`config.mk`:
```
export PLATFORM = sky130hd
export DESIGN_NAME = execution_command_handler
export DESIGN_NICKNAME = d
export VERILOG_FILES = /design/src/rtl/exec_cmd_pkg.sv /design/src/rtl/persist_if.sv /design/src/rtl/execution_command_handler.sv /design/src/rtl/persist_engine.sv
export SDC_FILE = /design/constraint.sdc
export NUM_CORES = 1
export LEC_CHECK = 0
export BUFFER_PORTS_ARGS = -buffer_cell sky130_fd_sc_hd__buf_2
export CORE_MARGIN = 3
export CORE_UTILIZATION = 58
export CTS_BUF_LIST = sky130_fd_sc_hd__clkbuf_4
export DETAILED_ROUTE_END_ITERATION = 8
export GPL_ROUTABILITY_DRIVEN = 0
export GPL_TIMING_DRIVEN = 0
export PLACE_DENSITY = 0.84
export SYNTH_ARGS = -nofsm -noshare
export SYNTH_HDL_FRONTEND = slang
export SYNTH_HIERARCHICAL = 1
export SYNTH_SLANG_ARGS = --single-unit
```
`constraint.sdc`:
```
create_clock -name clk_i -period 7.4 [get_ports clk_i]
set_input_delay 1.48 -clock clk_i [delete_from_list [all_inputs] [get_ports clk_i]]
set_output_delay 1.48 -clock clk_i [all_outputs]
set_load 0.02 [all_outputs]
```
`src/rtl/exec_cmd_pkg.sv`:
```
package exec_cmd_pkg;

	// ==========================================================
	// Clock and timing.
	localparam int unsigned CLK_HZ          = 40_000_000;
	localparam int unsigned TMO_UNIT_MS     = 100;
	localparam int unsigned SOFT_RST_DLY_MS = 2000;
	localparam int unsigned TMO_UNIT_CYC    = CLK_HZ / 1000 * TMO_UNIT_MS;
	localparam int unsigned SOFT_RST_CYC    = CLK_HZ / 1000 * SOFT_RST_DLY_MS;

	// ==========================================================
	// Bus and parameter widths.
	localparam int unsigned ADDR_W = 8;
	localparam int unsigned RATE_W = 4;
	localparam int unsigned TMO_W  = 13;
	localparam int unsigned NET_W  = 16;
	localparam int unsigned NVM_W  = 1 + RATE_W + TMO_W + NET_W;

	// ==========================================================
	// Register byte offsets.
	localparam logic [ADDR_W-1:0] OFF_CMD      = 8'h00;
	localparam logic [ADDR_W-1:0] OFF_STATUS   = 8'h04;
	localparam logic [ADDR_W-1:0] OFF_RATE_PND = 8'h08;
	localparam logic [ADDR_W-1:0] OFF_RATE_ACT = 8'h0c;
	localparam logic [ADDR_W-1:0] OFF_TMO_PND  = 8'h10;
	localparam logic [ADDR_W-1:0] OFF_TMO_ACT  = 8'h14;
	localparam logic [ADDR_W-1:0] OFF_NET_PND  = 8'h18;
	localparam logic [ADDR_W-1:0] OFF_NET_ACT  = 8'h1c;

	// ==========================================================
	// Command register fields and codes.
	localparam int unsigned CMD_CODE_LSB = 0;
	localparam int unsigned CMD_ARG_LSB  = 8;
	localparam logic [3:0] CMD_ENTER      = 4'h1;
	localparam logic [3:0] CMD_EXIT       = 4'h2;
	localparam logic [3:0] CMD_APPLY      = 4'h3;
	localparam logic [3:0] CMD_API_FRAME  = 4'h4;
	localparam logic [3:0] CMD_PERSIST    = 4'h5;
	localparam logic [3:0] CMD_RESTORE    = 4'h6;
	localparam logic [3:0] CMD_SOFT_RST   = 4'h7;
	localparam logic [3:0] CMD_NET_RST    = 4'h8;
	localparam logic [3:0] CMD_NET_RST_AL = 4'h9;
	localparam logic [3:0] CMD_BOOT       = 4'ha;
	localparam logic [3:0] CMD_FW_UPDATE  = 4'hb;
	localparam logic [7:0] ARG_APPLY_FRAME = 8'h08;
	localparam logic [7:0] ARG_NET_RST     = 8'h00;
	localparam logic [7:0] ARG_PORT_UART   = 8'h00;

	// ==========================================================
	// Status register bit positions.
	localparam int unsigned ST_CMD_MODE  = 0;
	localparam int unsigned ST_BUSY      = 1;
	localparam int unsigned ST_OK        = 2;
	localparam int unsigned ST_BOOT      = 3;
	localparam int unsigned ST_FW_UART   = 4;
	localparam int unsigned ST_RST_PEND  = 5;
	localparam int unsigned ST_NVM_VALID = 6;

	// ==========================================================
	// Factory defaults.
	localparam logic [RATE_W-1:0] DEF_RATE = 4'h3;
	localparam logic [TMO_W-1:0]  DEF_TMO  = 13'h0064;
	localparam logic [NET_W-1:0]  DEF_NET  = 16'h0000;

endpackage

```
`src/rtl/persist_if.sv`:
```
`timescale 1ns/1ps
`default_nettype none

// ==========================================================
// Handshake between the command handler and the store engine.
interface persist_if import exec_cmd_pkg::*; ();
	logic             start;
	logic [NVM_W-1:0] data;
	logic             busy;
	logic             done;

	modport ctrl   (output start, output data, input busy, input done);
	modport engine (input start, input data, output busy, output done);
endinterface

`default_nettype wire

```
`src/rtl/execution_command_handler.sv`:
```
`timescale 1ns/1ps
`default_nettype none

module execution_command_handler
	import exec_cmd_pkg::*;
#(
	parameter int unsigned TMO_UNIT_CYCLES = TMO_UNIT_CYC,
	parameter int unsigned SOFT_RST_CYCLES = SOFT_RST_CYC,
	parameter bit          BOOT_CMD_EN     = 1'b1
) (
	// Clock and reset.
	input  wire logic               clk_i,
	input  wire logic               resetn_i,
	// APB slave.
	input  wire logic [ADDR_W-1:0]  paddr_i,
	input  wire logic               psel_i,
	input  wire logic               penable_i,
	input  wire logic               pwrite_i,
	input  wire logic [31:0]        pwdata_i,
	output logic [31:0]             prdata_o,
	output logic                    pready_o,
	output logic                    pslverr_o,
	// Boot strap pins.
	input  wire logic               din_i,
	input  wire logic               terminal_ready_n_i,
	input  wire logic               request_to_send_n_i,
	// Non-volatile store.
	output logic                    nvm_wr_o,
	output logic [NVM_W-1:0]        nvm_wdata_o,
	input  wire logic               nvm_done_i,
	input  wire logic [NVM_W-1:0]   nvm_rdata_i,
	// Effective settings and actions.
	output logic [RATE_W-1:0]       serial_rate_setting_o,
	output logic [TMO_W-1:0]        cmd_mode_inactivity_timeout_o,
	output logic [NET_W-1:0]        network_name_o,
	output logic                    cmd_mode_o,
	output logic                    ok_resp_o,
	output logic                    net_leave_o,
	output logic                    soft_reset_o,
	output logic                    run_bootloader_o,
	output logic                    fw_update_uart_o
);

	// ==========================================================
	// Reset release and pin synchronisers.
	logic       rst_meta_q;
	logic       rst_n;
	logic [2:0] pin_meta_q;
	logic [2:0] pin_sync_q;
	logic [1:0] strap_cnt_q;
	logic       strap_done_q;

	// Assert at once, release after two edges.
	always_ff @(posedge clk_i or negedge resetn_i) begin
		if (!resetn_i) begin
			rst_meta_q <= 1'b0;
			rst_n      <= 1'b0;
		end else begin
			rst_meta_q <= 1'b1;
			rst_n      <= rst_meta_q;
		end
	end

	// Two flops on each strap pin.
	always_ff @(posedge clk_i or negedge rst_n) begin
		if (!rst_n) begin
			pin_meta_q <= '0;
			pin_sync_q <= '0;
		end else begin
			pin_meta_q <= {request_to_send_n_i, terminal_ready_n_i, din_i};
			pin_sync_q <= pin_meta_q;
		end
	end

	// ==========================================================
	// APB decode.
	logic       setup;
	logic       wr_fire;
	logic [3:0] cmd_code;
	logic [7:0] cmd_arg;
	logic       cmd_ok;
	logic       addr_ok;
	logic       persist_busy;
	persist_if  pif ();

	assign setup    = psel_i & ~penable_i;
	assign wr_fire  = psel_i & penable_i & pready_o & pwrite_i & ~pslverr_o;
	assign cmd_code = pwdata_i[CMD_CODE_LSB +: 4];
	assign cmd_arg  = pwdata_i[CMD_ARG_LSB +: 8];
	assign persist_busy = pif.busy;

	// Legal command check; anything refused answers with an error.
	always_comb begin
		cmd_ok = 1'b0;
		unique case (cmd_code)
			CMD_ENTER, CMD_EXIT, CMD_APPLY, CMD_API_FRAME,
			CMD_PERSIST, CMD_RESTORE, CMD_SOFT_RST: cmd_ok = 1'b1;
			CMD_NET_RST, CMD_NET_RST_AL: cmd_ok = (cmd_arg == ARG_NET_RST);
			CMD_BOOT: cmd_ok = BOOT_CMD_EN;
			CMD_FW_UPDATE: cmd_ok = (cmd_arg == ARG_PORT_UART);
			default: cmd_ok = 1'b0;
		endcase
	end

	// Map check per offset and direction.
	always_comb begin
		unique case (paddr_i)
			OFF_CMD:                              addr_ok = pwrite_i & cmd_ok & ~persist_busy;
			OFF_STATUS, OFF_RATE_PND, OFF_TMO_PND,
			OFF_NET_PND:                          addr_ok = 1'b1;
			OFF_RATE_ACT, OFF_TMO_ACT, OFF_NET_ACT: addr_ok = ~pwrite_i;
			default:                              addr_ok = 1'b0;
		endcase
	end

	logic is_cmd;
	logic do_apply;
	logic do_exit;
	logic tmo_expire;
	assign is_cmd = wr_fire & (paddr_i == OFF_CMD);

	assign do_exit = is_cmd & (cmd_code == CMD_EXIT);
	assign do_apply = (is_cmd & (cmd_code == CMD_APPLY)) | do_exit
		| (is_cmd & (cmd_code == CMD_API_FRAME) & (cmd_arg == ARG_APPLY_FRAME))
		| tmo_expire;

	// ==========================================================
	// Parameters: queued and effective copies.
	logic [RATE_W-1:0] rate_pnd_q;
	logic [TMO_W-1:0]  tmo_pnd_q;
	logic [NET_W-1:0]  net_pnd_q;
	logic              nvm_valid_q;
	logic              do_restore;
	logic              do_netrst;
	assign do_restore = is_cmd & (cmd_code == CMD_RESTORE);
	assign do_netrst  = is_cmd & ((cmd_code == CMD_NET_RST) | (cmd_code == CMD_NET_RST_AL));

	// Queued values take writes and reload from the store at start.
	always_ff @(posedge clk_i or negedge rst_n) begin
		if (!rst_n) begin
			rate_pnd_q <= DEF_RATE;
			tmo_pnd_q  <= DEF_TMO;
			net_pnd_q  <= DEF_NET;
		end else if (!strap_done_q && strap_cnt_q == 2'h3 && nvm_rdata_i[NVM_W-1]) begin
			{rate_pnd_q, tmo_pnd_q, net_pnd_q} <= nvm_rdata_i[NVM_W-2:0];
		end else if (do_restore) begin
			rate_pnd_q <= DEF_RATE;
			tmo_pnd_q  <= DEF_TMO;
			net_pnd_q  <= DEF_NET;
		end else if (do_netrst) begin
			net_pnd_q <= DEF_NET;
		end else if (wr_fire) begin
			if (paddr_i == OFF_RATE_PND) rate_pnd_q <= pwdata_i[RATE_W-1:0];
			if (paddr_i == OFF_TMO_PND)  tmo_pnd_q  <= pwdata_i[TMO_W-1:0];
			if (paddr_i == OFF_NET_PND)  net_pnd_q  <= pwdata_i[NET_W-1:0];
		end
	end

	// Effective values change only on the store load at start, apply, restore or network reset.
	always_ff @(posedge clk_i or negedge rst_n) begin
		if (!rst_n) begin
			serial_rate_setting_o         <= DEF_RATE;
			cmd_mode_inactivity_timeout_o <= DEF_TMO;
			network_name_o                <= DEF_NET;
			nvm_valid_q                   <= 1'b0;
		end else if (!strap_done_q && strap_cnt_q == 2'h3 && nvm_rdata_i[NVM_W-1]) begin
			{serial_rate_setting_o, cmd_mode_inactivity_timeout_o, network_name_o}
				<= nvm_rdata_i[NVM_W-2:0];
			nvm_valid_q <= 1'b1;
		end else if (do_restore) begin
			serial_rate_setting_o         <= DEF_RATE;
			cmd_mode_inactivity_timeout_o <= DEF_TMO;
			network_name_o                <= DEF_NET;
		end else if (do_netrst) begin
			network_name_o <= DEF_NET;
		end else if (do_apply) begin
			serial_rate_setting_o         <= rate_pnd_q;
			cmd_mode_inactivity_timeout_o <= tmo_pnd_q;
			network_name_o                <= net_pnd_q;
		end
	end

	// ==========================================================
	// Command mode and inactivity timeout.
	logic [31:0]      unit_cnt_q;
	logic [TMO_W-1:0] unit_left_q;
	assign tmo_expire = cmd_mode_o & ~is_cmd & (unit_cnt_q == 32'h0)
		& (unit_left_q <= {{(TMO_W-1){1'b0}}, 1'b1});

	// Any valid command other than exit restarts the inactivity window.
	always_ff @(posedge clk_i or negedge rst_n) begin
		if (!rst_n) begin
			cmd_mode_o  <= 1'b0;
			unit_cnt_q  <= '0;
			unit_left_q <= '0;
		end else if (is_cmd && cmd_code != CMD_EXIT) begin
			cmd_mode_o  <= 1'b1;
			unit_cnt_q  <= 32'(TMO_UNIT_CYCLES - 1);
			unit_left_q <= cmd_mode_inactivity_timeout_o;
		end else if (do_exit || tmo_expire) begin
			cmd_mode_o <= 1'b0;
		end else if (cmd_mode_o) begin
			if (unit_cnt_q == 32'h0) begin
				unit_cnt_q  <= 32'(TMO_UNIT_CYCLES - 1);
				unit_left_q <= unit_left_q - 1'b1;
			end else begin
				unit_cnt_q <= unit_cnt_q - 1'b1;
			end
		end
	end

	// ==========================================================
	// Persist, responses, reset delay and network leave.
	logic        ok_seen_q;
	logic        rst_pend_q;
	logic [31:0] rst_cnt_q;
	logic        ok_clr;

	assign pif.start = is_cmd & (cmd_code == CMD_PERSIST);
	assign pif.data  = {1'b1, serial_rate_setting_o, cmd_mode_inactivity_timeout_o,
		network_name_o};
	assign ok_clr = wr_fire & (paddr_i == OFF_STATUS) & pwdata_i[ST_OK];

	persist_engine u_persist (
		.clk_i       (clk_i),
		.rst_n_i     (rst_n),
		.p           (pif.engine),
		.nvm_wr_o    (nvm_wr_o),
		.nvm_wdata_o (nvm_wdata_o),
		.nvm_done_i  (nvm_done_i)
	);

	// OK pulses after the store completes and at once for soft reset.
	always_ff @(posedge clk_i or negedge rst_n) begin
		if (!rst_n) begin
			ok_resp_o   <= 1'b0;
			ok_seen_q   <= 1'b0;
			net_leave_o <= 1'b0;
		end else begin
			ok_resp_o   <= pif.done | (is_cmd & (cmd_code == CMD_SOFT_RST));
			net_leave_o <= do_netrst;
			if (ok_resp_o) begin
				ok_seen_q <= 1'b1;
			end else if (ok_clr) begin
				ok_seen_q <= 1'b0;
			end
		end
	end

	always_ff @(posedge clk_i or negedge rst_n) begin
		if (!rst_n) begin
			rst_pend_q   <= 1'b0;
			rst_cnt_q    <= '0;
			soft_reset_o <= 1'b0;
		end else begin
			soft_reset_o <= rst_pend_q & (rst_cnt_q == 32'h0);
			if (is_cmd && cmd_code == CMD_SOFT_RST && !rst_pend_q) begin
				rst_pend_q <= 1'b1;
				rst_cnt_q  <= 32'(SOFT_RST_CYCLES - 1);
			end else if (rst_pend_q) begin
				if (rst_cnt_q == 32'h0) begin
					rst_pend_q <= 1'b0;
				end else begin
					rst_cnt_q <= rst_cnt_q - 1'b1;
				end
			end
		end
	end

	// ==========================================================
	// Bootloader entry by strap or command.
	always_ff @(posedge clk_i or negedge rst_n) begin
		if (!rst_n) begin
			strap_cnt_q      <= '0;
			strap_done_q     <= 1'b0;
			run_bootloader_o <= 1'b0;
			fw_update_uart_o <= 1'b0;
		end else begin
			if (!strap_done_q) begin
				strap_cnt_q <= strap_cnt_q + 1'b1;
				if (strap_cnt_q == 2'h3) begin
					strap_done_q <= 1'b1;
					run_bootloader_o <= ~pin_sync_q[0] & ~pin_sync_q[1] & pin_sync_q[2];
				end
			end
			if (is_cmd && (cmd_code == CMD_BOOT || cmd_code == CMD_FW_UPDATE)) begin
				run_bootloader_o <= 1'b1;
			end
			if (is_cmd && cmd_code == CMD_FW_UPDATE) begin
				fw_update_uart_o <= 1'b1;
			end
		end
	end

	// ==========================================================
	// APB answer, registered in the setup cycle.
	logic [31:0] rdata_d;
	always_comb begin
		rdata_d = '0;
		unique case (paddr_i)
			OFF_STATUS: begin
				rdata_d[ST_CMD_MODE]  = cmd_mode_o;
				rdata_d[ST_BUSY]      = persist_busy;
				rdata_d[ST_OK]        = ok_seen_q;
				rdata_d[ST_BOOT]      = run_bootloader_o;
				rdata_d[ST_FW_UART]   = fw_update_uart_o;
				rdata_d[ST_RST_PEND]  = rst_pend_q;
				rdata_d[ST_NVM_VALID] = nvm_valid_q;
			end
			OFF_RATE_PND: rdata_d[RATE_W-1:0] = rate_pnd_q;
			OFF_RATE_ACT: rdata_d[RATE_W-1:0] = serial_rate_setting_o;
			OFF_TMO_PND:  rdata_d[TMO_W-1:0]  = tmo_pnd_q;
			OFF_TMO_ACT:  rdata_d[TMO_W-1:0]  = cmd_mode_inactivity_timeout_o;
			OFF_NET_PND:  rdata_d[NET_W-1:0]  = net_pnd_q;
			OFF_NET_ACT:  rdata_d[NET_W-1:0]  = network_name_o;
			default:      rdata_d = '0;
		endcase
	end

	// One setup cycle, then the access phase completes at once.
	always_ff @(posedge clk_i or negedge rst_n) begin
		if (!rst_n) begin
			pready_o  <= 1'b0;
			pslverr_o <= 1'b0;
			prdata_o  <= '0;
		end else begin
			pready_o  <= setup;
			pslverr_o <= setup & ~addr_ok;
			prdata_o  <= (setup & ~pwrite_i & addr_ok) ? rdata_d : 32'h0;
		end
	end

endmodule

`default_nettype wire

```
`src/rtl/persist_engine.sv`:
```
`timescale 1ns/1ps
`default_nettype none

module persist_engine
	import exec_cmd_pkg::*;
(
	// Clock and synchronised reset.
	input  wire logic             clk_i,
	input  wire logic             rst_n_i,
	// Handshake with the command handler.
	persist_if.engine             p,
	// Non-volatile store port.
	output logic                  nvm_wr_o,
	output logic [NVM_W-1:0]      nvm_wdata_o,
	input  wire logic             nvm_done_i
);

	typedef enum logic [1:0] {S_IDLE, S_WRITE, S_DONE} eng_state_t;

	eng_state_t state_q;

	// ==========================================================
	// Sequencer: latch the image, hold the write until acknowledged.
	always_ff @(posedge clk_i or negedge rst_n_i) begin
		if (!rst_n_i) begin
			state_q     <= S_IDLE;
			nvm_wr_o    <= 1'b0;
			nvm_wdata_o <= '0;
		end else begin
			unique case (state_q)
				S_IDLE: begin
					if (p.start) begin
						state_q     <= S_WRITE;
						nvm_wr_o    <= 1'b1;
						nvm_wdata_o <= p.data;
					end
				end
				S_WRITE: begin
					if (nvm_done_i) begin
						state_q  <= S_DONE;
						nvm_wr_o <= 1'b0;
					end
				end
				S_DONE: begin
					state_q <= S_IDLE;
				end
			endcase
		end
	end

	// Busy covers the whole write, done pulses once after it.
	assign p.busy = (state_q != S_IDLE);
	assign p.done = (state_q == S_DONE);

endmodule

`default_nettype wire

```
* Word level (Yosys, flattened, before mapping)
Index checks and enable logic that the tools add are counted.
Word-level totals: register bits 218, bits in latches 0, RAM bits 0, ROM bits 0, bits of input ports 83, output and inout port bits 108, logic and storage cells 213, memories 0
Operators by class: $add $sub $neg 4, multipliers 0, divide/modulo/power cells 0, magnitude comparators 1, equal/unequal tests 29, shift operators 0, multiplexer cells 63, bitwise gates (word level) 40, reduce and logical (&&, ||, !) cells 46
Operator list (count):
- two-way mux 32 bit | 7
- two-way mux 13 bit | 13
- two-way mux 16 bit | 10
- logical NOT 32 bit | 2
- subtractor 32 x 1 -> 32 bit, second input constant | 2
- two-way mux 4 bit | 9
- == test 8 x 5 -> 1 bit, second input constant | 4
- case mux 4 bit (7 select lines) | 1
- AND 1 bit | 27
- == test 8 x 4 -> 1 bit, second input constant | 3
- case mux 6 bit (4 select lines) | 1
- == test 4 x 3 -> 1 bit, second input constant | 4
- == test 4 bit, second input constant | 4
- logical NOT 8 bit | 2
- nonzero test 2 bit | 8
- case mux 3 bit (5 select lines) | 1
- two-way mux 1 bit | 14
- AND reduction 2 bit | 7
- less-or-equal comparator 13 x 1 -> 1 bit, second input constant | 1
- subtractor 13 x 1 -> 13 bit, second input constant | 1
- AND reduction 3 bit | 4
- nonzero test 3 bit | 4
- nonzero test 4 bit | 3
- == test 4 x 2 -> 1 bit, second input constant | 2
- 23 further kinds | 49

* Logic depth before layout (Yosys ltp)
depth in word-level cells 14, mapped depth 10, depth with buffers taken out 9

* Hierarchy
The synthesis kept the hierarchy.
Modules (own cells, without submodules):
- execution_command_handler | times used 1, cells each 971, area each 9407.8 µm², sequential area each 4541.9 µm²
- persist_engine | times used 1, cells each 94, area each 1597.8 µm², sequential area each 925.9 µm²

* Least setup slack after synthesis
Ideal clock, no wire load.
path type input -> register, start input paddr_i[3], end register net_pnd_q[0], setup time 125 ps, data arrival time 3439 ps, data required time 7275 ps, slack 3836 ps, stages on the path 9, path buffers 3, cells stage by stage clkbuf_1 > nor4_1 > nand4_1 > buf_4 > nor2_1 > o31ai_1 > nand2_1 > clkbuf_1 > mux2_2
Between the ends: cells in the longest elaborated chain, start to end 6, elaborated cells between the ends (all ways) 11, classes of those cells eq/ne: 1; mux: 3; bitwise: 3; reduce/logical: 4
RTL lines:
- start, declared | line execution_command_handler.sv:15 | input wire logic [ADDR_W-1:0] paddr_i,
- logical NOT 8 bit | line execution_command_handler.sv:120 | assign is_cmd = wr_fire & (paddr_i == OFF_CMD);
- AND 1 bit | line execution_command_handler.sv:120
- AND 1 bit | line execution_command_handler.sv:136 | assign do_netrst = is_cmd & ((cmd_code == CMD_NET_RST) | (cmd_code == CMD_NET_RST_AL));
- two-way mux 16 bit | line execution_command_handler.sv:150 | end else if (do_netrst) begin
- two-way mux 16 bit | line execution_command_handler.sv:146 | end else if (do_restore) begin
- two-way mux 16 bit | line execution_command_handler.sv:144 | end else if (!strap_done_q && strap_cnt_q == 2'h3 && nvm_rdata_i[NVM_W-1]) begin
- end signal, assigned | line execution_command_handler.sv:145 | {rate_pnd_q, tmo_pnd_q, net_pnd_q} <= nvm_rdata_i[NVM_W-2:0];
- end signal, assigned | line execution_command_handler.sv:155 | if (paddr_i == OFF_NET_PND) net_pnd_q <= pwdata_i[NET_W-1:0];
- end, declared | line execution_command_handler.sv:131 | logic [NET_W-1:0] net_pnd_q;
Several ways; a longest one is shown, not always the timed one. A chain may end at the register's enable or synchronous reset.

* Worst setup path in the final report
start input paddr_i[3], end register net_pnd_q[2]
The elaborated chain is that of the path after synthesis.

==> out/qor.yml <==
status:
  outcome: "completed"
clock_network:
  cts_buffers: 56
  postCtsSetupRepairBufs: 0
  clk_latency_ps: 690
  clk_path_buf_depth: 3
  cts_hold_buf: 0
  clkSinkCount: 218
  clockRootBuffer: "clkbuf_4"
  cts_resized: 0
  cts_tree: "done"
  cts.htree.levels: 2
  clk_pin_slew_worst_paths_ps: 80
cells_and_area:
  drive_gt1_frac: 0.270
  layout.nets: 1389
  nFillCells: 1353
  syn2layout_area_growth_pct: 17.0
  layout.cells.non_filler: 1562
  final_util: 0.705
floorplan:
  die-area_um2: 20700
  row_count: 49
  io_pins: 191
  fp.dieH_um: 144
  core_um2: 18300
  die_w_um: 144
  initial_core_util: 0.602
global_route:
  grt_pass1_wl_mm: 49.2
  overflow: 0
  grt_max_degree: 72
  grt.total_usage: 0.299
  grt_pass1_vias: 9427
  antenna_found_initial: 1
synth:
  synthXorXnorAreaFrac: 0.0326
  synthTopCellsByArea: "dfrtp_1 47%, mux2_4 4.1%, o21ai_0 3.5%"
  ys.flop_type: "dfrtp_1"
  yosys.area_share.simple: 0.187
  ys_async_sr_fraction: 1.00
  yosysWarnings: 6
  synthAdderAreaFrac: 0.0125
  synth_edf_count: 0
  synth_top_area_frac: 0.473
  yosysMostFrequentCell: "dfrtp_1"
  syn_area_um2: 11000
  synth_seq_cells: 218
  synthTopCellsByCount: "208 x dfrtp_1, 84 x nand2_1, 76 x o21ai_0"
  muxShareOfSynthArea: 0.0919
  ys_types: 63
  syn_inst: 1065
  yosys.area.top_type: "dfrtp_1"
  synth_area_per_cell_um2: 10.3
  seq_area_frac_synth: 0.497
  synth_top_family_by_area: "simple AND/OR/NAND/NOR gates"
  synth_compound_area_frac: 0.139
placed_design:
  dp.cells: 1466
  io_buffers: 153
  preCtsSetupSlack_ps: 3010
  place_hpwl_mm: 22.1
detailed_routing:
  routed_wl_mm: 31.1
  via_per_inst: 6.25
  first_pass_iters: 6
  drc: 0
  antenna_left: 0
  wl_per_cell_um: 19.9
  drt_iter0_drc: 1219
  vias: 9756
worst_setup_path:
  crit-reg2reg-launch: "unit_cnt_q[16]$_DFFE_PN0P_"
  critPathMaxStageDelay_ps: 540
  cp_slowest_cell: "clkbuf_1"
  rr_worst_depth: 7
  crit_path_max_fanout: 10
  arrival_ps: 4390
  crit_chain: "clkbuf_1, nor4_1, nand4_1, buf_4, nor2_1, o31ai_1, nand2_1, clkbuf_1, mux2_2"
  reg2reg_to: "network_name_o[8]$_DFFE_PN0P_"
  reg2reg_slack_ps: 4260
  cp_common_cell: "clkbuf_1"
  start_kind: "primary input"
  end_kind: "register"
  critPathKind: "primary input to register"
  worstPathRequired_ps: 7960
timing:
  finalHoldViolations: 0
  max_slew_margin: 0.192
  drv_slew: 0
  fin_skew_ps: 63.2
  min_period_over_period: 0.517
  post-route-min-period_ps: 3830
  rsz0062_at_grt: "false"
  worstMarginPinSlew_ps: 1210
  fin_setup_tns_ps: 0
  fmax_mhz: 261
  final-setup-viol-count: 0
  timing.hold.ws_ps: 302
  worst_slack_ps: 3570
hold_path:
  hp-class: "register to async pin"
pwr:
  ir_worst_vdd_v: 0.000124
  power_density_nw_per_um2: 196
  p_leak_nw: 6.19
job:
  max-cap-violations: 0
==> cell type report <==
cell class / count / area [um2] / share of cell area
timing repair buffer: 156 / 848 / 0.0659
multi-input combinational: 772 / 5150 / 0.400
sequential: 218 / 5470 / 0.425
antenna: 1 / 2.50 / 0.000194
clock buffer: 80 / 601 / 0.0467
tap: 229 / 287 / 0.0223
clock inverter: 15 / 65.1 / 0.00505
buffer: 69 / 360 / 0.0280
inverter: 22 / 82.6 / 0.00642
==> registers in the layout, summed over array words and instances, names as in the netlist, 13 cells and up <==
| register | count |
|---|---|
| net_pnd_q | 16 |
| unit_left_q | 13 |
| prdata_o | 16 |
| unit_cnt_q | 32 |
| u_persist/nvm_wdata_o | 34 |
| network_name_o | 16 |
| cmd_mode_inactivity_timeout_o | 13 |
| rst_cnt_q | 32 |
| tmo_pnd_q | 13 |
==> per-stage QoR <==
stage          cell area [um2]  power, mW
2_1_floorplan            11100       1.45
3_3_place_gp             12100       1.53
3_5_place_dp             12200       1.55
4_1_cts                  12900       2.53
5_1_grt                  12900       2.63
6_report                 12900       2.52
==> critical path, delay by kind of cell <==
kind | cells | cell delay [ps]
AND/OR/NAND/NOR | 4 | 1350
multiplexers | 1 | 410
AO/OA/AOI/OAI | 1 | 130
buffers and inverters | 3 | 1010
==> cells by family after synthesis <==
logic type | after synthesis
and+or+nand+nor | 384
AOI/OAI and AO/OA | 236
DFF | 218
buffers and inverters | 91
muxes | 82
xor gates and xnor gates | 41
adders and majority gates | 11
other | 2
==> how the worst max path moves through the flow <==
stage | from | cells after the start | slack (ps) | to
finish | paddr_i[3] | 9 | 3570 | net_pnd_q[2]$_DFFE_PN0P_
detailed placement | paddr_i[2] | 9 | 3010 | net_pnd_q[2]$_DFFE_PN0P_
global placement | rst_n$_DFF_PN0_ | 0 | -1450 | unit_cnt_q[17]$_DFFE_PN0P_
floorplan | rst_n$_DFF_PN0_ | 0 | 890 | cmd_mode_inactivity_timeout_o[0]$_DFFE_PN0P_
CTS | paddr_i[3] | 9 | 3690 | net_pnd_q[2]$_DFFE_PN0P_
global route | paddr_i[3] | 9 | 3380 | net_pnd_q[2]$_DFFE_PN0P_
==> report_power, final <==
part	leakage [nW]	internal (mW)	switching [mW]
clock network	0.404	0.495	0.493
registers	2.74	1.23	0.0447
logic	3.05	0.0948	0.159
total	6.19	1.82	0.696
==> placed cells by master (no fill, tap or decap), types with 11 or more instances in the layout <==
cell / n
a21oi_1: 49
a22o_1: 12
a22oi_1: 27
a2bb2oi_1: 16
a31oi_1: 11
buf_2: 159
buf_4: 19
clkbuf_1: 40
clkbuf_4: 80
conb_1: 18
dfrtp_1: 207
ha_1: 11
inv_1: 22
mux2_2: 32
mux2_4: 30
mux2i_1: 20
nand2_1: 84
nand3_1: 36
nand4_1: 11
nor2_1: 63
nor3_1: 43
nor4_1: 35
o21ai_0: 76
o31ai_1: 11
or3_1: 26
or4_1: 18
xnor2_1: 31
==> metal layers <==
layer	track usage	share of wire	wire length, um
met1	0.413	0.40	12600
met2	0.469	0.46	14300
met3	0.0709	0.11	3300
met4	0.0976	0.030	923
met5	0	0	0
(Power assumes the default switching activity.)
